`src/rtl/sense_pkg.sv`:
```
// constants shared by the sense byte 1/2 composer and its helpers
package sense_pkg;
	// register word offsets on the bus (byte addresses)
	localparam logic [4:0] OFS_DETAIL_ONE = 5'h00;
	localparam logic [4:0] OFS_DETAIL_TWO = 5'h04;
	localparam logic [4:0] OFS_COMPANION = 5'h08;
	localparam logic [4:0] OFS_CONTROL = 5'h0c;
	localparam int ADR_W = 5;
	// bit positions in a stored byte; sense bit n sits at index 7-n
	localparam int B1_END_CYL = 5;
	localparam int B1_MSG_OPER = 4;
	localparam int B1_NO_RECORD = 3;
	localparam int B1_FILE_PROT = 2;
	localparam int B1_WRITE_INH = 1;
	localparam int B1_OP_INCOMPLETE = 0;
	localparam int B2_UNUSED = 7;
	localparam int B2_CORRECTABLE = 6;
	localparam int B2_ALT_OR_FIRST_LOG = 5;
	localparam int B2_ENV_DATA = 4;
	localparam int B2_INTENT = 3;
	localparam int B2_IMPRECISE = 2;
	localparam int B2_WRITE_OP = 1;
	localparam int B2_FAMILY = 0;
	localparam int B0_CMD_REJECT = 7;
	localparam int B0_EQUIP_CHECK = 4;
	localparam int B0_DATA_CHECK = 3;
	// control register fields
	localparam int CTL_PAGING = 0;
	localparam int CTL_LOGGING = 1;
	// reset values
	localparam logic [7:0] RST_DETAIL_ONE = 8'h00;
	localparam logic [7:0] RST_DETAIL_TWO = 8'h01;
	localparam logic [7:0] RST_COMPANION = 8'h00;
	localparam logic [1:0] RST_CONTROL = 2'h0;
	// second-index watcher states
	typedef enum logic [1:0] {
		IDX_CLEAR = 2'b01,
		IDX_ONE_SEEN = 2'b10
	} idx_state_e;
endpackage

```
`src/rtl/sense_bus_port.sv`:
```
// classic wishbone slave front end: one-wait acknowledge and access strobes
`timescale 1ns/1ps
module sense_bus_port (
	input wire logic ref_clk,
	input wire logic rst_n,
	input wire logic wb_cyc_i,
	input wire logic wb_stb_i,
	input wire logic wb_we_i,
	input wire logic [3:0] wb_sel_i,
	output logic wb_ack_o,
	output logic rd_take,
	output logic wr_take
);
	logic ack_q;

	// ack drops the cycle after it is given, so each request is taken once
	always_ff @(posedge ref_clk or negedge rst_n) begin
		if (!rst_n) begin
			ack_q <= 1'b0;
		end else begin
			ack_q <= wb_cyc_i & wb_stb_i & ~ack_q;
		end
	end

	assign wb_ack_o = ack_q;
	// effects land on the ack edge, while the master still holds the request
	assign rd_take = ack_q & wb_cyc_i & wb_stb_i & ~wb_we_i;
	assign wr_take = ack_q & wb_cyc_i & wb_stb_i & wb_we_i & wb_sel_i[0];
endmodule

```
`src/rtl/index_pass_watch.sv`:
```
// flags a second index pass within one chain with no orienting command between
`timescale 1ns/1ps
module index_pass_watch (
	input wire logic ref_clk,
	input wire logic rst_n,
	input wire logic chain_start,
	input wire logic index_seen,
	input wire logic orient_cmd,
	input wire logic accessor_ok,
	output logic second_index
);
	sense_pkg::idx_state_e state_q;
	sense_pkg::idx_state_e state_d;

	always_comb begin
		state_d = state_q;
		second_index = 1'b0;
		case (state_q)
			sense_pkg::IDX_CLEAR: begin
				if (index_seen && !orient_cmd) begin
					state_d = sense_pkg::IDX_ONE_SEEN;
				end
			end
			sense_pkg::IDX_ONE_SEEN: begin
				// no report until the accessor position is confirmed
				if (index_seen && accessor_ok && !orient_cmd) begin
					second_index = 1'b1;
				end
			end
			default: begin
				state_d = sense_pkg::IDX_CLEAR;
			end
		endcase
		if (chain_start || orient_cmd) begin
			state_d = sense_pkg::IDX_CLEAR;
		end
	end

	always_ff @(posedge ref_clk or negedge rst_n) begin
		if (!rst_n) begin
			state_q <= sense_pkg::IDX_CLEAR;
		end else begin
			state_q <= state_d;
		end
	end
endmodule

```
`src/rtl/sense_status_bytes_one_two.sv`:
```
// composer of sense byte 1 bits 2-7 and sense byte 2 with companion bits
//
// Local design decisions: the placing of the registers and the Wishbone interface to the registers.
`timescale 1ns/1ps
// What this block does
// - A direct: second index pass sets no-record
// - A paging: search-identified record missing sets no-record
// - A destage record missing: no-record, message, env
// - B: second index pass sets no-record
// - seek or multitrack mask violation: file-protected
// - A overflow mask violation: protected plus incomplete
// - B extent boundary overrun sets file-protected
// - A read-only write: inhibited with reject/env
// - B diagnostic inhibit write: inhibited plus equipment
// - A later-segment switch failures set incomplete
// - A segment data checks: incomplete, data, correctable
// - correctable error sets correctable, requests correction in A direct
// - B prefetch retry cure: correctable, check, zero
// - byte 2 bit 2 meaning depends on variant
// - env present means statistics bytes are supplied
// - overflow, logged recovery, destage error: env
// - A invalid destage, and low space or unrelated error in both variants: env
// - B locate write length mismatch: intent violation
// - B missing records or record zero length
// - B exception of earlier command: imprecise ending
// - error during write sets write-operation bit
// - family bit always marks this controller
module sense_status_bytes_one_two #(
	parameter bit VARIANT_B = 1'b0
) (
	input wire logic ref_clk,
	input wire logic rst_n,
	// wishbone slave
	input wire logic wb_cyc_i,
	input wire logic wb_stb_i,
	input wire logic wb_we_i,
	input wire logic [sense_pkg::ADR_W-1:0] wb_adr_i,
	input wire logic [3:0] wb_sel_i,
	input wire logic [31:0] wb_dat_i,
	output logic [31:0] wb_dat_o,
	output logic wb_ack_o,
	// command execution events, one-cycle pulses from the same clock
	input wire logic chain_start,
	input wire logic index_seen,
	input wire logic orient_cmd,
	input wire logic accessor_ok,
	input wire logic search_miss,
	input wire logic destage_miss,
	input wire logic mask_violation,
	input wire logic overflow_mask_violation,
	input wire logic extent_violation,
	input wire logic base_write_readonly,
	input wire logic destage_write_readonly,
	input wire logic diag_inhibit_write,
	input wire logic seg_protected_track,
	input wire logic seg_cylinder_end,
	input wire logic seg_defect_switch,
	input wire logic seg_seek_error,
	input wire logic seg_uncorrectable,
	input wire logic seg_correctable,
	input wire logic data_correctable,
	input wire logic prefetch_retry_cured,
	input wire logic alt_controller,
	input wire logic soft_log_entered,
	input wire logic counter_overflow,
	input wire logic recovery_ended,
	input wire logic destage_error,
	input wire logic destage_bad_format,
	input wire logic space_low,
	input wire logic unrelated_error,
	input wire logic intent_length_mismatch,
	input wire logic intent_track_miss,
	input wire logic earlier_cmd_exception,
	input wire logic write_active,
	// composed sense state
	output logic [7:0] sense_one,
	output logic [7:0] sense_two,
	output logic [7:0] sense_zero_bits,
	output logic env_stats_req,
	output logic correction_info_req,
	output logic ecc_zero_q
);
	// ==========================================================
	// helpers
	function automatic logic [7:0] bit_at(input int pos, input logic cond);
		bit_at = cond ? (8'h01 << pos) : 8'h00;
	endfunction

	function automatic logic adr_is(input logic [sense_pkg::ADR_W-1:0] a, input logic [sense_pkg::ADR_W-1:0] ofs);
		adr_is = (a == ofs);
	endfunction

	// ==========================================================
	// bus access
	logic rd_take;
	logic wr_take;
	logic fetch_done;
	logic [1:0] control_q;
	logic [7:0] one_q;
	logic [7:0] two_q;
	logic [7:0] zero_q;
	logic paging;
	logic logging;

	sense_bus_port u_bus (
		.ref_clk(ref_clk),
		.rst_n(rst_n),
		.wb_cyc_i(wb_cyc_i),
		.wb_stb_i(wb_stb_i),
		.wb_we_i(wb_we_i),
		.wb_sel_i(wb_sel_i),
		.wb_ack_o(wb_ack_o),
		.rd_take(rd_take),
		.wr_take(wr_take)
	);

	// reading the second byte ends the fetch: the host reads byte 1 first
	assign fetch_done = rd_take & adr_is(wb_adr_i, sense_pkg::OFS_DETAIL_TWO);
	assign paging = control_q[sense_pkg::CTL_PAGING];
	assign logging = control_q[sense_pkg::CTL_LOGGING];

	always_ff @(posedge ref_clk or negedge rst_n) begin
		if (!rst_n) begin
			control_q <= sense_pkg::RST_CONTROL;
		end else if (wr_take && adr_is(wb_adr_i, sense_pkg::OFS_CONTROL)) begin
			control_q <= wb_dat_i[1:0];
		end
	end

	always_comb begin
		wb_dat_o = 32'h0000_0000;
		case (wb_adr_i)
			sense_pkg::OFS_DETAIL_ONE: wb_dat_o[7:0] = one_q;
			sense_pkg::OFS_DETAIL_TWO: wb_dat_o[7:0] = two_q;
			sense_pkg::OFS_COMPANION: wb_dat_o[7:0] = zero_q;
			sense_pkg::OFS_CONTROL: wb_dat_o[1:0] = control_q;
			default: wb_dat_o = 32'h0000_0000;
		endcase
	end

	// ==========================================================
	// index pass tracking
	logic second_index;
	logic nrf_index;

	index_pass_watch u_idx (
		.ref_clk(ref_clk),
		.rst_n(rst_n),
		.chain_start(chain_start),
		.index_seen(index_seen),
		.orient_cmd(orient_cmd),
		.accessor_ok(accessor_ok),
		.second_index(second_index)
	);

	// variant A counts only direct mode; variant B also counts cache index
	assign nrf_index = second_index & (VARIANT_B | ~paging);

	// ==========================================================
	// event decode, split by variant
	logic a_var;
	logic nrf;
	logic fp;
	logic wi;
	logic oi;
	logic eoc;
	logic msg;
	logic corr;
	logic bit2_ev;
	logic env;
	logic intent;
	logic imprecise;
	logic rej;
	logic eqc;
	logic dchk;
	logic any_err;

	assign a_var = ~VARIANT_B;
	assign nrf = nrf_index
		| (a_var & paging & search_miss)
		| (a_var & destage_miss);
	assign fp = mask_violation
		| (a_var & overflow_mask_violation)
		| (VARIANT_B & extent_violation)
		| (a_var & seg_protected_track);
	assign wi = (a_var & (base_write_readonly | destage_write_readonly))
		| (VARIANT_B & diag_inhibit_write);
	assign oi = a_var & (overflow_mask_violation | seg_protected_track | seg_cylinder_end
		| seg_defect_switch | seg_seek_error | seg_uncorrectable | seg_correctable);
	assign eoc = a_var & seg_cylinder_end;
	assign msg = a_var & destage_miss;
	assign corr = data_correctable
		| (a_var & seg_correctable)
		| (VARIANT_B & prefetch_retry_cured);
	// byte 2 bit 2: controller selection in A, first error log in B
	assign bit2_ev = VARIANT_B ? soft_log_entered : alt_controller;
	assign env = (a_var & destage_miss) | destage_write_readonly
		| (VARIANT_B & soft_log_entered)
		| counter_overflow | (recovery_ended & logging) | destage_error
		| (a_var & destage_bad_format) | space_low | unrelated_error;
	assign intent = VARIANT_B & (intent_length_mismatch | intent_track_miss);
	assign imprecise = VARIANT_B & earlier_cmd_exception;
	assign rej = a_var & base_write_readonly;
	assign eqc = VARIANT_B & diag_inhibit_write;
	assign dchk = (a_var & (seg_uncorrectable | seg_correctable))
		| (VARIANT_B & prefetch_retry_cured);
	assign any_err = nrf | fp | wi | oi | corr | env | intent | imprecise | dchk;

	// ==========================================================
	// sense bytes: a new event in the fetch cycle survives the clear
	logic [7:0] one_set;
	logic [7:0] two_set;
	logic [7:0] zero_set;

	assign one_set = bit_at(sense_pkg::B1_NO_RECORD, nrf) | bit_at(sense_pkg::B1_FILE_PROT, fp)
		| bit_at(sense_pkg::B1_WRITE_INH, wi) | bit_at(sense_pkg::B1_OP_INCOMPLETE, oi)
		| bit_at(sense_pkg::B1_END_CYL, eoc) | bit_at(sense_pkg::B1_MSG_OPER, msg);
	assign two_set = bit_at(sense_pkg::B2_CORRECTABLE, corr) | bit_at(sense_pkg::B2_ALT_OR_FIRST_LOG, bit2_ev)
		| bit_at(sense_pkg::B2_ENV_DATA, env) | bit_at(sense_pkg::B2_INTENT, intent)
		| bit_at(sense_pkg::B2_IMPRECISE, imprecise)
		| bit_at(sense_pkg::B2_WRITE_OP, any_err & write_active);
	assign zero_set = bit_at(sense_pkg::B0_CMD_REJECT, rej) | bit_at(sense_pkg::B0_EQUIP_CHECK, eqc)
		| bit_at(sense_pkg::B0_DATA_CHECK, dchk);

	always_ff @(posedge ref_clk or negedge rst_n) begin
		if (!rst_n) begin
			one_q <= sense_pkg::RST_DETAIL_ONE;
		end else if (fetch_done) begin
			one_q <= one_set;
		end else begin
			one_q <= one_q | one_set;
		end
	end

	// family bit is forced on and the unused bit forced off in every state
	always_ff @(posedge ref_clk or negedge rst_n) begin
		if (!rst_n) begin
			two_q <= sense_pkg::RST_DETAIL_TWO;
		end else if (fetch_done) begin
			two_q <= (two_set | bit_at(sense_pkg::B2_FAMILY, 1'b1))
				& ~bit_at(sense_pkg::B2_UNUSED, 1'b1);
		end else begin
			two_q <= (two_q | two_set | bit_at(sense_pkg::B2_FAMILY, 1'b1))
				& ~bit_at(sense_pkg::B2_UNUSED, 1'b1);
		end
	end

	always_ff @(posedge ref_clk or negedge rst_n) begin
		if (!rst_n) begin
			zero_q <= sense_pkg::RST_COMPANION;
		end else if (fetch_done) begin
			zero_q <= zero_set;
		end else begin
			zero_q <= zero_q | zero_set;
		end
	end

	// correction detail: real bytes in A direct mode, all zero after a retry cure
	logic corr_req_q;

	always_ff @(posedge ref_clk or negedge rst_n) begin
		if (!rst_n) begin
			corr_req_q <= 1'b0;
			ecc_zero_q <= 1'b0;
		end else if (fetch_done) begin
			corr_req_q <= a_var & ~paging & data_correctable;
			ecc_zero_q <= VARIANT_B & prefetch_retry_cured;
		end else begin
			corr_req_q <= corr_req_q | (a_var & ~paging & data_correctable);
			ecc_zero_q <= ecc_zero_q | (VARIANT_B & prefetch_retry_cured);
		end
	end

	assign sense_one = one_q;
	assign sense_two = two_q;
	assign sense_zero_bits = zero_q;
	// statistics bytes must be filled whenever this is high
	assign env_stats_req = two_q[sense_pkg::B2_ENV_DATA];
	assign correction_info_req = corr_req_q;
endmodule

```
`config.mk`:
```
export PLATFORM = sky130hd
export DESIGN_NAME = sense_status_bytes_one_two
export DESIGN_NICKNAME = d
export VERILOG_FILES = /design/src/rtl/sense_pkg.sv /design/src/rtl/sense_bus_port.sv /design/src/rtl/index_pass_watch.sv /design/src/rtl/sense_status_bytes_one_two.sv
export SDC_FILE = /design/constraint.sdc
export NUM_CORES = 1
export LEC_CHECK = 0
export ABC_AREA = 1
export BUFFER_PORTS_ARGS = -buffer_cell sky130_fd_sc_hd__buf_2
export CORE_MARGIN = 2
export CORE_UTILIZATION = 32
export DETAILED_ROUTE_END_ITERATION = 7
export GPL_TIMING_DRIVEN = 0
export PLACE_DENSITY_LB_ADDON = 0.3
export SETUP_SLACK_MARGIN = 0.4
export SYNTH_ARGS = -nofsm -noshare
export SYNTH_HDL_FRONTEND = slang
export SYNTH_HIERARCHICAL = 1
export SYNTH_SLANG_ARGS = --single-unit
```
`constraint.sdc`:
```
create_clock -name ref_clk -period 1.9 [get_ports ref_clk]
set_clock_uncertainty 0.15 [all_clocks]
set_input_delay 0.38 -clock ref_clk [delete_from_list [all_inputs] [get_ports ref_clk]]
set_output_delay 0.38 -clock ref_clk [all_outputs]
set_load 0.05 [all_outputs]
```
* After elaboration in Yosys (flattened, before gate mapping)
Cells that the tools add are included.
** Storage, ports and cells
- Logic and storage cells :: 100
- Output and inout bits :: 60
- Input port bits :: 78
- Flip-flop bits (word level) :: 29
** Operators by class
- Reduce and logical (&&, ||, !) cells :: 8
- Mux-type cells :: 23
- Eq/ne operators :: 7
- Bitwise logic cells :: 55
** Operator list (count)
- $or 1x1->1 :: 27
- $mux 8 :: 3
- $pmux 6 s3 :: 1
- $mux 7 :: 2
- $and 1x1->1 :: 13
- $mux 6 :: 2
- $eq 5x4->1 const B :: 2
- $mux 5 :: 2
- $mux 2 :: 4
- $mux 4 :: 2
- $or 8x4->8 :: 1
- $or 8x6->8 :: 1
- $or 8x8->8 :: 1
- $pmux 2 s4 :: 1
- $or 7x2->7 :: 1
- $or 7x5->7 :: 1
- $or 7x6->7 :: 1
- $or 7x7->7 :: 1
- $or 4x6->6 :: 1
- $or 6x5->6 :: 1
- $eq 5x3->1 const B :: 1
- $logic_not 5->1 :: 1
- $logic_and 1x1->1 :: 4
- $mux 1 :: 4
- other kinds (13) :: 15

* Depth between registers and ports, before layout
Gate-level depths: netlist of run 1.
- Depth in word-level cells :: 18
- Gate-level depth with buffers :: 9
- Mapped depth without buffers :: 9

* Modules after synthesis
The synthesis of run 1 kept the hierarchy.
** Modules (own cells, without submodules)
- sense_status_bytes_one_two :: area an instance 1127.3 um^2, cells an instance 149, seq. area each 375.4 um^2, instances 1
- index_pass_watch :: area an instance 115.1 um^2, cells an instance 13, seq. area each 51.3 um^2, instances 1
- sense_bus_port :: area an instance 48.8 um^2, cells an instance 7, seq. area each 25.0 um^2, instances 1

* Worst setup path before layout of run 1
Ideal clock, no wire load.
- Kind :: input to output
- From :: in wb_adr_i[2] (netlist bit)
- To :: out wb_dat_o[0]
- Path buffers :: 0
- Required time :: 1.370 ns
- Path slack :: -0.341 ns
- Arrival :: 1.711 ns
- Stages on the path :: 4
- Cell sequence :: inv_1 -> nor2_1 -> nand3_1 -> o21ai_0
** On the way
- Cells in the longest elaborated chain, start to end :: 2
- Elaborated cells on any way between the ends :: 5
- Classes of those cells :: eq/ne (3); mux (1); reduce/logical (1)
** Ends and longest elaborated chain
- start, declared :: RTL line sense_status_bytes_one_two.sv:37 : input wire logic [sense_pkg::ADR_W-1:0] wb_adr_i,
- $eq 5x4->1 (tied with other cells) :: RTL line sense_status_bytes_one_two.sv:132 : case (wb_adr_i)
- $pmux 2 s4 * :: RTL line sense_status_bytes_one_two.sv:132
- end, declared :: RTL line sense_status_bytes_one_two.sv:40 : output logic [31:0] wb_dat_o,
Every way passes the cells marked *; elsewhere a longest branch is shown, timed or not.

* Final worst setup path of run 1
- From :: in wb_adr_i[4] (netlist bit)
- To :: out wb_dat_o[5]
** On the way
- Cells in the longest elaborated chain, start to end :: 2
- Elaborated cells on any way between the ends :: 4
- Classes of those cells :: eq/ne (2); mux (1); reduce/logical (1)
** Ends and longest elaborated chain (RTL line)
- $eq 5x4->1 (tied with other cells) :: sense_status_bytes_one_two.sv:132
- $pmux 6 s3 * :: sense_status_bytes_one_two.sv:132
Marks and branches as above.

==> results of run 1 <==
==> kinds of logic after synthesis <==
logic type | after synthesis | synth area share (%)
compound gates | 22 | 11.5
flops | 18 | 35.0
other cells | 2 | 0.582
buf+inv | 65 | 30.1
simple gates | 62 | 22.8
==> layout make-up <==
| cell class | count | area [um^2] | area share [%] |
|---|---|---|---|
| multi-input combinational | 121 | 678 | 32.9 |
| sequential | 18 | 463 | 22.5 |
| timing repair buffer | 64 | 400 | 19.5 |
| buffer | 38 | 285 | 13.9 |
| inverter | 27 | 114 | 5.53 |
| tap | 50 | 62.6 | 3.04 |
| clock buffer | 4 | 55.1 | 2.67 |
==> stage by stage <==
step	cells	worst slack (ns)	power, uW	hold slack, ns	utilization, %
2_1_floorplan	204	-0.0285	711	-0.0656	-
3_3_place_gp	314	-0.0435	783	0.193	47.7
3_5_place_dp	314	-0.0624	784	0.189	47.7
4_1_cts	320	0.0925	1120	0.173	51.7
5_1_grt	322	0.0761	1170	0.179	52.2
6_report	322	0.125	1110	0.172	52.2
==> layout by cell type, fill, tap and decap left out, types with 4 or more instances in the layout <==
master    instances
dfrtp_1           8
inv_1            24
dfrtp_2           9
buf_4            44
nor2_1           17
buf_6             8
o21bai_1          4
o21ai_0           6
o21ai_2           5
conb_1           37
buf_2            48
clkbuf_8          4
nand3_1           6
nor2_4            7
nand2_1          23
==> what timing repair did <==
action	4_1_cts	5_1_grt
resized for setup	25	1
hold buffers	1	0
endpoints found under the hold margin	17	0
gates cloned	0	0
setup buffers	1	2
endpoints found under the setup margin	9	9
pin swaps	5	3
==> flip-flops by register name, summed over array words and instances (netlist names) <==
| register | count |
|---|---|
| sense_zero_bits | 2 |
| sense_one | 6 |
| u_idx/state_q | 2 |
| u_bus/wb_ack_o | 1 |
| correction_info_req | 1 |
| control_q | 2 |
| sense_two | 4 |
==> power groups by stage <==
stage	clock network, uW	registers, uW	logic, uW
global placement	0	404	378
detailed placement	0	405	379
floorplan	0	428	284
global route	341	399	425
finish	315	398	399
CTS	324	398	396
==> worst paths after layout <==
check | depth (start not counted) | to | startpoint
max | 7 | wb_dat_o[5] | wb_adr_i[4]
min | 3 | sense_two[1]$_DFF_PN0_ | write_active
max reg2reg | 9 | sense_two[1]$_DFF_PN0_ | u_idx/state_q[0]$_DFFE_PN1P_
min reg2reg | 1 | u_bus/wb_ack_o$_DFF_PN0_ | u_bus/wb_ack_o$_DFF_PN0_
max in group asynchronous | 2 | u_idx/state_q[0]$_DFFE_PN1P_ | rst_n
min in group asynchronous | 2 | sense_two[1]$_DFF_PN0_ | rst_n
==> worst max-delay path, delay by kind of cell <==
family / cells / cell delay (ns)
AO/OA/AOI/OAI: 1 / 0.15
buffers and inverters: 3 / 0.39
AND/OR/NAND/NOR: 3 / 0.32
==> metal layers <==
layer | up-vias | share of wire (%) | routed length (um) | GRT usage, %
li1 | 649 | - | - | -
met1 | 516 | 40 | 1200 | 16.2
met2 | 58 | 49 | 1470 | 22.3
met3 | 2 | 11 | 321 | 4.67
met4 | 0 | 0.60 | 18 | 3.83
met5 | - | 0 | 0 | 0
==> flow_metrics.py, run 1 <==
metrics = {
    "clocking": {
        "clock_latency_ns": 0.25,
        "cts_buffers": 3,
        "cts_sinks": 18,
        "clock_path_buffers": 2,
        "htreeDepth": 1,
        "clk_transition_reported_paths_ns": 0.07,
        "cts_tree": "built",
        "cts.root.buffer_cell": "clkbuf_8",
    },
    "routing": {
        "vias": 1225,
        "viasPerCell": 3.80,
        "first_iter_violations": 19,
        "firstDrtPassIters": 4,
        "wl_per_cell_um": 9.35,
        "drt_wl_total_mm": 3.01,
        "ant_nets": 0,
        "drc": 0,
    },
    "flow_run": {
        "max-cap-violations": 0,
    },
    "finish": {
        "finalInstanceArea_mm2": 0.00206,
        "n_antenna_cell": 0,
        "fillCellCount": 378,
        "fin_nets": 351,
        "synthToLayoutAreaGrowth_pct": 59.4,
        "drive_gt1_share_pct": 52.6,
    },
    "synth": {
        "syn_inst": 169,
        "synth.top_cell.area_share_pct": 32.9,
        "yosysMostFrequentCell": "buf_4",
        "synth_seq_cells": 18,
        "synth_common_cells": "buf_4 (38), inv_1 (26), nand2_1 (23), nor2_1 (23), dfrtp_1 (17)",
        "ys_seq_area_share_pct": 35.0,
        "synthArstFlopShare_pct": 100,
        "synth.cell_area_mm2": 0.00129,
        "synth-main-ff-cell": "dfrtp_1",
        "syn_area_per_cell_um2": 7.64,
        "synth_area_leader_cell": "dfrtp_1",
        "synth_edf_count": 0,
        "synth_cell_types": 22,
        "yosysWarningCount": 6,
        "synth_area_leaders": "dfrtp_1 (33%), buf_4 (22%), inv_1 (7.6%)",
    },
    "floorplan": {
        "start_util_pct": 32.8,
        "rows": 23,
        "die_h_um": 67.5,
        "dieWidth_um": 67.5,
        "die_area_mm2": 0.00456,
        "core-area_mm2": 0.00394,
        "ios": 138,
    },
    "placed_design": {
        "place_hpwl_mm": 2.50,
        "place.gp.congestion": 0.756,
        "numPortBuffers": 60,
        "place_area_mm2": 0.00188,
    },
    "worst_setup_path": {
        "critPathRequiredTime_ns": 1.37,
        "crit_chain": "buf_4 > nor2_4 > nand2_4 > nor2_4 > inv_4 > o22ai_4 > buf_6",
        "critPathLaunchType": "primary input",
        "cpMostUsedCell": "nor2_4",
        "cp_max_fo": 4,
        "crit_arrival_ns": 1.24,
        "endpoint_kind": "output port",
        "slowest_stage": "buf_6",
        "r2r_setup_slack_ns": 0.52,
        "crit_type": "primary input to output port",
        "slowest_delay_ns": 0.18,
    },
    "sta": {
        "slew_viol_final": 0,
        "rsz0062_at_grt": "yes",
        "fin_crit_sh_pct": 93.4,
        "finalHoldViolations": 0,
        "max_freq_mhz": 564,
        "tns_ns": 0,
        "setup_viol": 0,
        "post-route-min-period_ns": 1.77,
    },
    "power_and_ir_drop": {
        "pwr-share-comb_pct": 35.9,
        "internal_power_uw": 699,
        "peakVddDrop_v": 0.000425,
        "swShare_pct": 37.1,
        "p_leak_uw": 0.00117,
        "seq_power_share_pct": 35.8,
        "pwr-share-clk_pct": 28.4,
        "powerDensity_mw_per_mm2": 540,
        "p_sw_uw": 413,
    },
    "global_routing": {
        "grtUsageTotal_pct": 13.4,
        "grt_max_degree": 19,
        "antenna_found_initial": 0,
        "grt_pass1_vias": 1079,
        "grt-ovfl-total": 0,
        "grt_pass1_wl_mm": 4.55,
    },
    "outcome": {
        "status": "finished clean",
    },
    "hold_path": {
        "worstHoldPathType": "primary input to flop",
    },
}
Note: power is estimated with default switching activity, not from simulation.
==> run 2, diff against run 1 <==
- SYNTH_HIERARCHICAL: 1 -> unset
==> run 2 against run 1 <==
Net effect:
- die area down 3.4%
- total power down 3.7%
- final cell count is 0.62% lower
==> flow_metrics.py, run 2 <==
metrics = {
    "synth": {
        "synth.top_cell.area_share_pct": 34.2,
        "yosysWarningCount": 0,
        "synth_area_leader_cell": "dfrtp_1",
        "synth.cell_area_mm2": 0.00124,
        "synth_seq_cells": 18,
        "synth_common_cells": "nand2_1 (39), buf_4 (38), nor2_1 (20), dfrtp_1 (17), inv_1 (17)",
        "syn_area_per_cell_um2": 7.59,
        "syn_inst": 164,
        "synth_edf_count": 0,
        "ys_seq_area_share_pct": 36.3,
        "synth_area_leaders": "dfrtp_1 (34%), buf_4 (23%), nand2_1 (12%)",
        "synth_cell_types": 19,
        "synth-main-ff-cell": "dfrtp_1",
        "yosysMostFrequentCell": "nand2_1",
        "synthArstFlopShare_pct": 100,
    },
    "power_and_ir_drop": {
        "swShare_pct": 35.1,
        "pwr-share-clk_pct": 28.9,
        "p_sw_uw": 376,
        "internal_power_uw": 695,
        "pwr-share-comb_pct": 34.6,
        "peakVddDrop_v": 0.000228,
        "p_leak_uw": 0.00119,
        "seq_power_share_pct": 36.4,
        "powerDensity_mw_per_mm2": 510,
        "power.total_uw": 1070,
    },
    "clocking": {
        "clk_transition_reported_paths_ns": 0.07,
        "htreeDepth": 1,
        "clock_path_buffers": 2,
        "cts.root.buffer_cell": "clkbuf_8",
        "cts_buffers": 3,
        "clock_latency_ns": 0.25,
        "cts_sinks": 18,
        "cts_tree": "built",
    },
    "worst_setup_path": {
        "cp_max_fo": 3,
        "cp.buffers_inverters": 3,
        "slowest_delay_ns": 0.18,
        "endpoint_kind": "output port",
        "cpMostUsedCell": "buf_6",
        "cp_top_family": "simple AND/OR/NAND/NOR gates",
        "crit_type": "primary input to output port",
        "crit_arrival_ns": 1.28,
        "critPathRequiredTime_ns": 1.37,
        "crit_chain": "buf_6 > nor2_4 > nand3_4 > buf_12 > nor3b_4 > buf_6",
        "critPathLaunchType": "primary input",
        "slowest_stage": "nor3b_4",
    },
    "routing": {
        "viasPerCell": 3.83,
        "first_iter_violations": 43,
        "firstDrtPassIters": 4,
        "vias": 1227,
        "drt_wl_total_mm": 3.03,
        "ant_nets": 0,
        "drc": 0,
        "wl_per_cell_um": 9.48,
    },
    "global_routing": {
        "antenna_found_initial": 0,
        "grt_pass1_wl_mm": 4.99,
        "grt_pass1_vias": 1160,
        "grtUsageTotal_pct": 14.9,
        "grt-ovfl-total": 0,
        "grt_max_degree": 19,
    },
    "finish": {
        "drive_gt1_share_pct": 51.5,
        "finish.utilization_pct": 56.9,
        "fin_nets": 351,
        "layout_common_cells": "buf_4 (45), buf_2 (45), conb_1 (37)",
        "finalInstanceArea_mm2": 0.00210,
        "largest_register_ffs": 6,
        "seq_area_um2": 459,
        "multiInputGateArea_um2": 667,
        "synthToLayoutAreaGrowth_pct": 68.5,
        "n_antenna_cell": 0,
        "fillCellCount": 352,
    },
    "placed_design": {
        "place.gp.congestion": 0.791,
        "numPortBuffers": 60,
        "pre_cts_slack_ns": -0.154,
        "place_hpwl_mm": 2.46,
        "place_area_mm2": 0.00183,
    },
    "sta": {
        "fin_crit_sh_pct": 95.2,
        "slew_viol_final": 0,
        "post-route-min-period_ns": 1.81,
        "finalHoldViolations": 0,
        "rsz0062_at_grt": "yes",
        "hold_ws_ns": 0.169,
        "setup_ws_ns": 0.0911,
        "setup_viol": 0,
        "max_freq_mhz": 553,
    },
    "floorplan": {
        "die_area_mm2": 0.00441,
        "ios": 138,
        "dieWidth_um": 66.4,
        "die_h_um": 66.4,
        "start_util_pct": 33.8,
        "rows": 22,
        "core-area_mm2": 0.00369,
    },
    "flow_run": {
        "max-cap-violations": 0,
    },
    "hold_path": {
        "worstHoldPathType": "primary input to flop",
    },
    "outcome": {
        "status": "finished clean",
    },
}
==> run 2: timing repair <==
action	in CTS	in global routing
hold endpoints to repair	17	0
setup buffers	5	3
gates resized for setup	31	8
hold buffers	1	0
setup endpoints to repair	10	12
pin swaps	13	5
==> run 2: path summary, 6_finish.rpt <==
kind                                          startpoint                      endpoint  slack (ns)  depth (start not counted)
worst min register to register  u_bus.wb_ack_o$_DFF_PN0_      u_bus.wb_ack_o$_DFF_PN0_        0.29                          1
max in group asynchronous                          rst_n  u_idx.state_q[0]$_DFFE_PN1P_        0.84                          2
min in group asynchronous                          rst_n  u_idx.state_q[1]$_DFFE_PN0P_        0.44                          2
worst max register to register  u_bus.wb_ack_o$_DFF_PN0_        sense_two[6]$_DFF_PN0_        0.64                          6
worst min-delay path                      alt_controller        sense_two[5]$_DFF_PN0_        0.17                          2
worst max-delay path                         wb_adr_i[0]                   wb_dat_o[2]        0.09                          6
==> run 2: kinds of logic after synthesis <==
family / share of synthesized area, %
other cells: 0.603
flops: 36.3
buf+inv: 28.9
simple gates: 28.4
compound gates: 5.73
==> run 2: per-stage QoR <==
stage	std cells	setup TNS [ns]
2_1_floorplan	199	0
3_3_place_gp	307	-0.441
3_5_place_dp	307	-0.478
4_1_cts	317	0
5_1_grt	320	0
6_report	320	0
==> run 2: final cells by class <==
type | instances | area share [%]
multi-input combinational | 125 | 31.8
timing repair buffer | 69 | 23.3
sequential | 18 | 21.9
buffer | 39 | 14.3
inverter | 17 | 3.22
tap | 48 | 2.86
clock buffer | 4 | 2.62
==> run 2: power groups by stage <==
stage | sequential [uW] | combinational [uW] | clock (uW)
floorplan | 402 | 274 | 0
finish | 390 | 370 | 310
detailed placement | 397 | 340 | 0
global route | 390 | 394 | 333
global placement | 397 | 339 | 0
CTS | 390 | 363 | 320
==> run 2: routing by layer <==
| metal | global-route usage [%] | up-vias | part of all wire (%) |
|---|---|---|---|
| met5 | 0 | - | 0 |
| met4 | 7.91 | 0 | 2.9 |
| met3 | 2.21 | 8 | 7.4 |
| met2 | 26.4 | 53 | 52 |
| met1 | 16.9 | 522 | 38 |
| li1 | - | 644 | - |
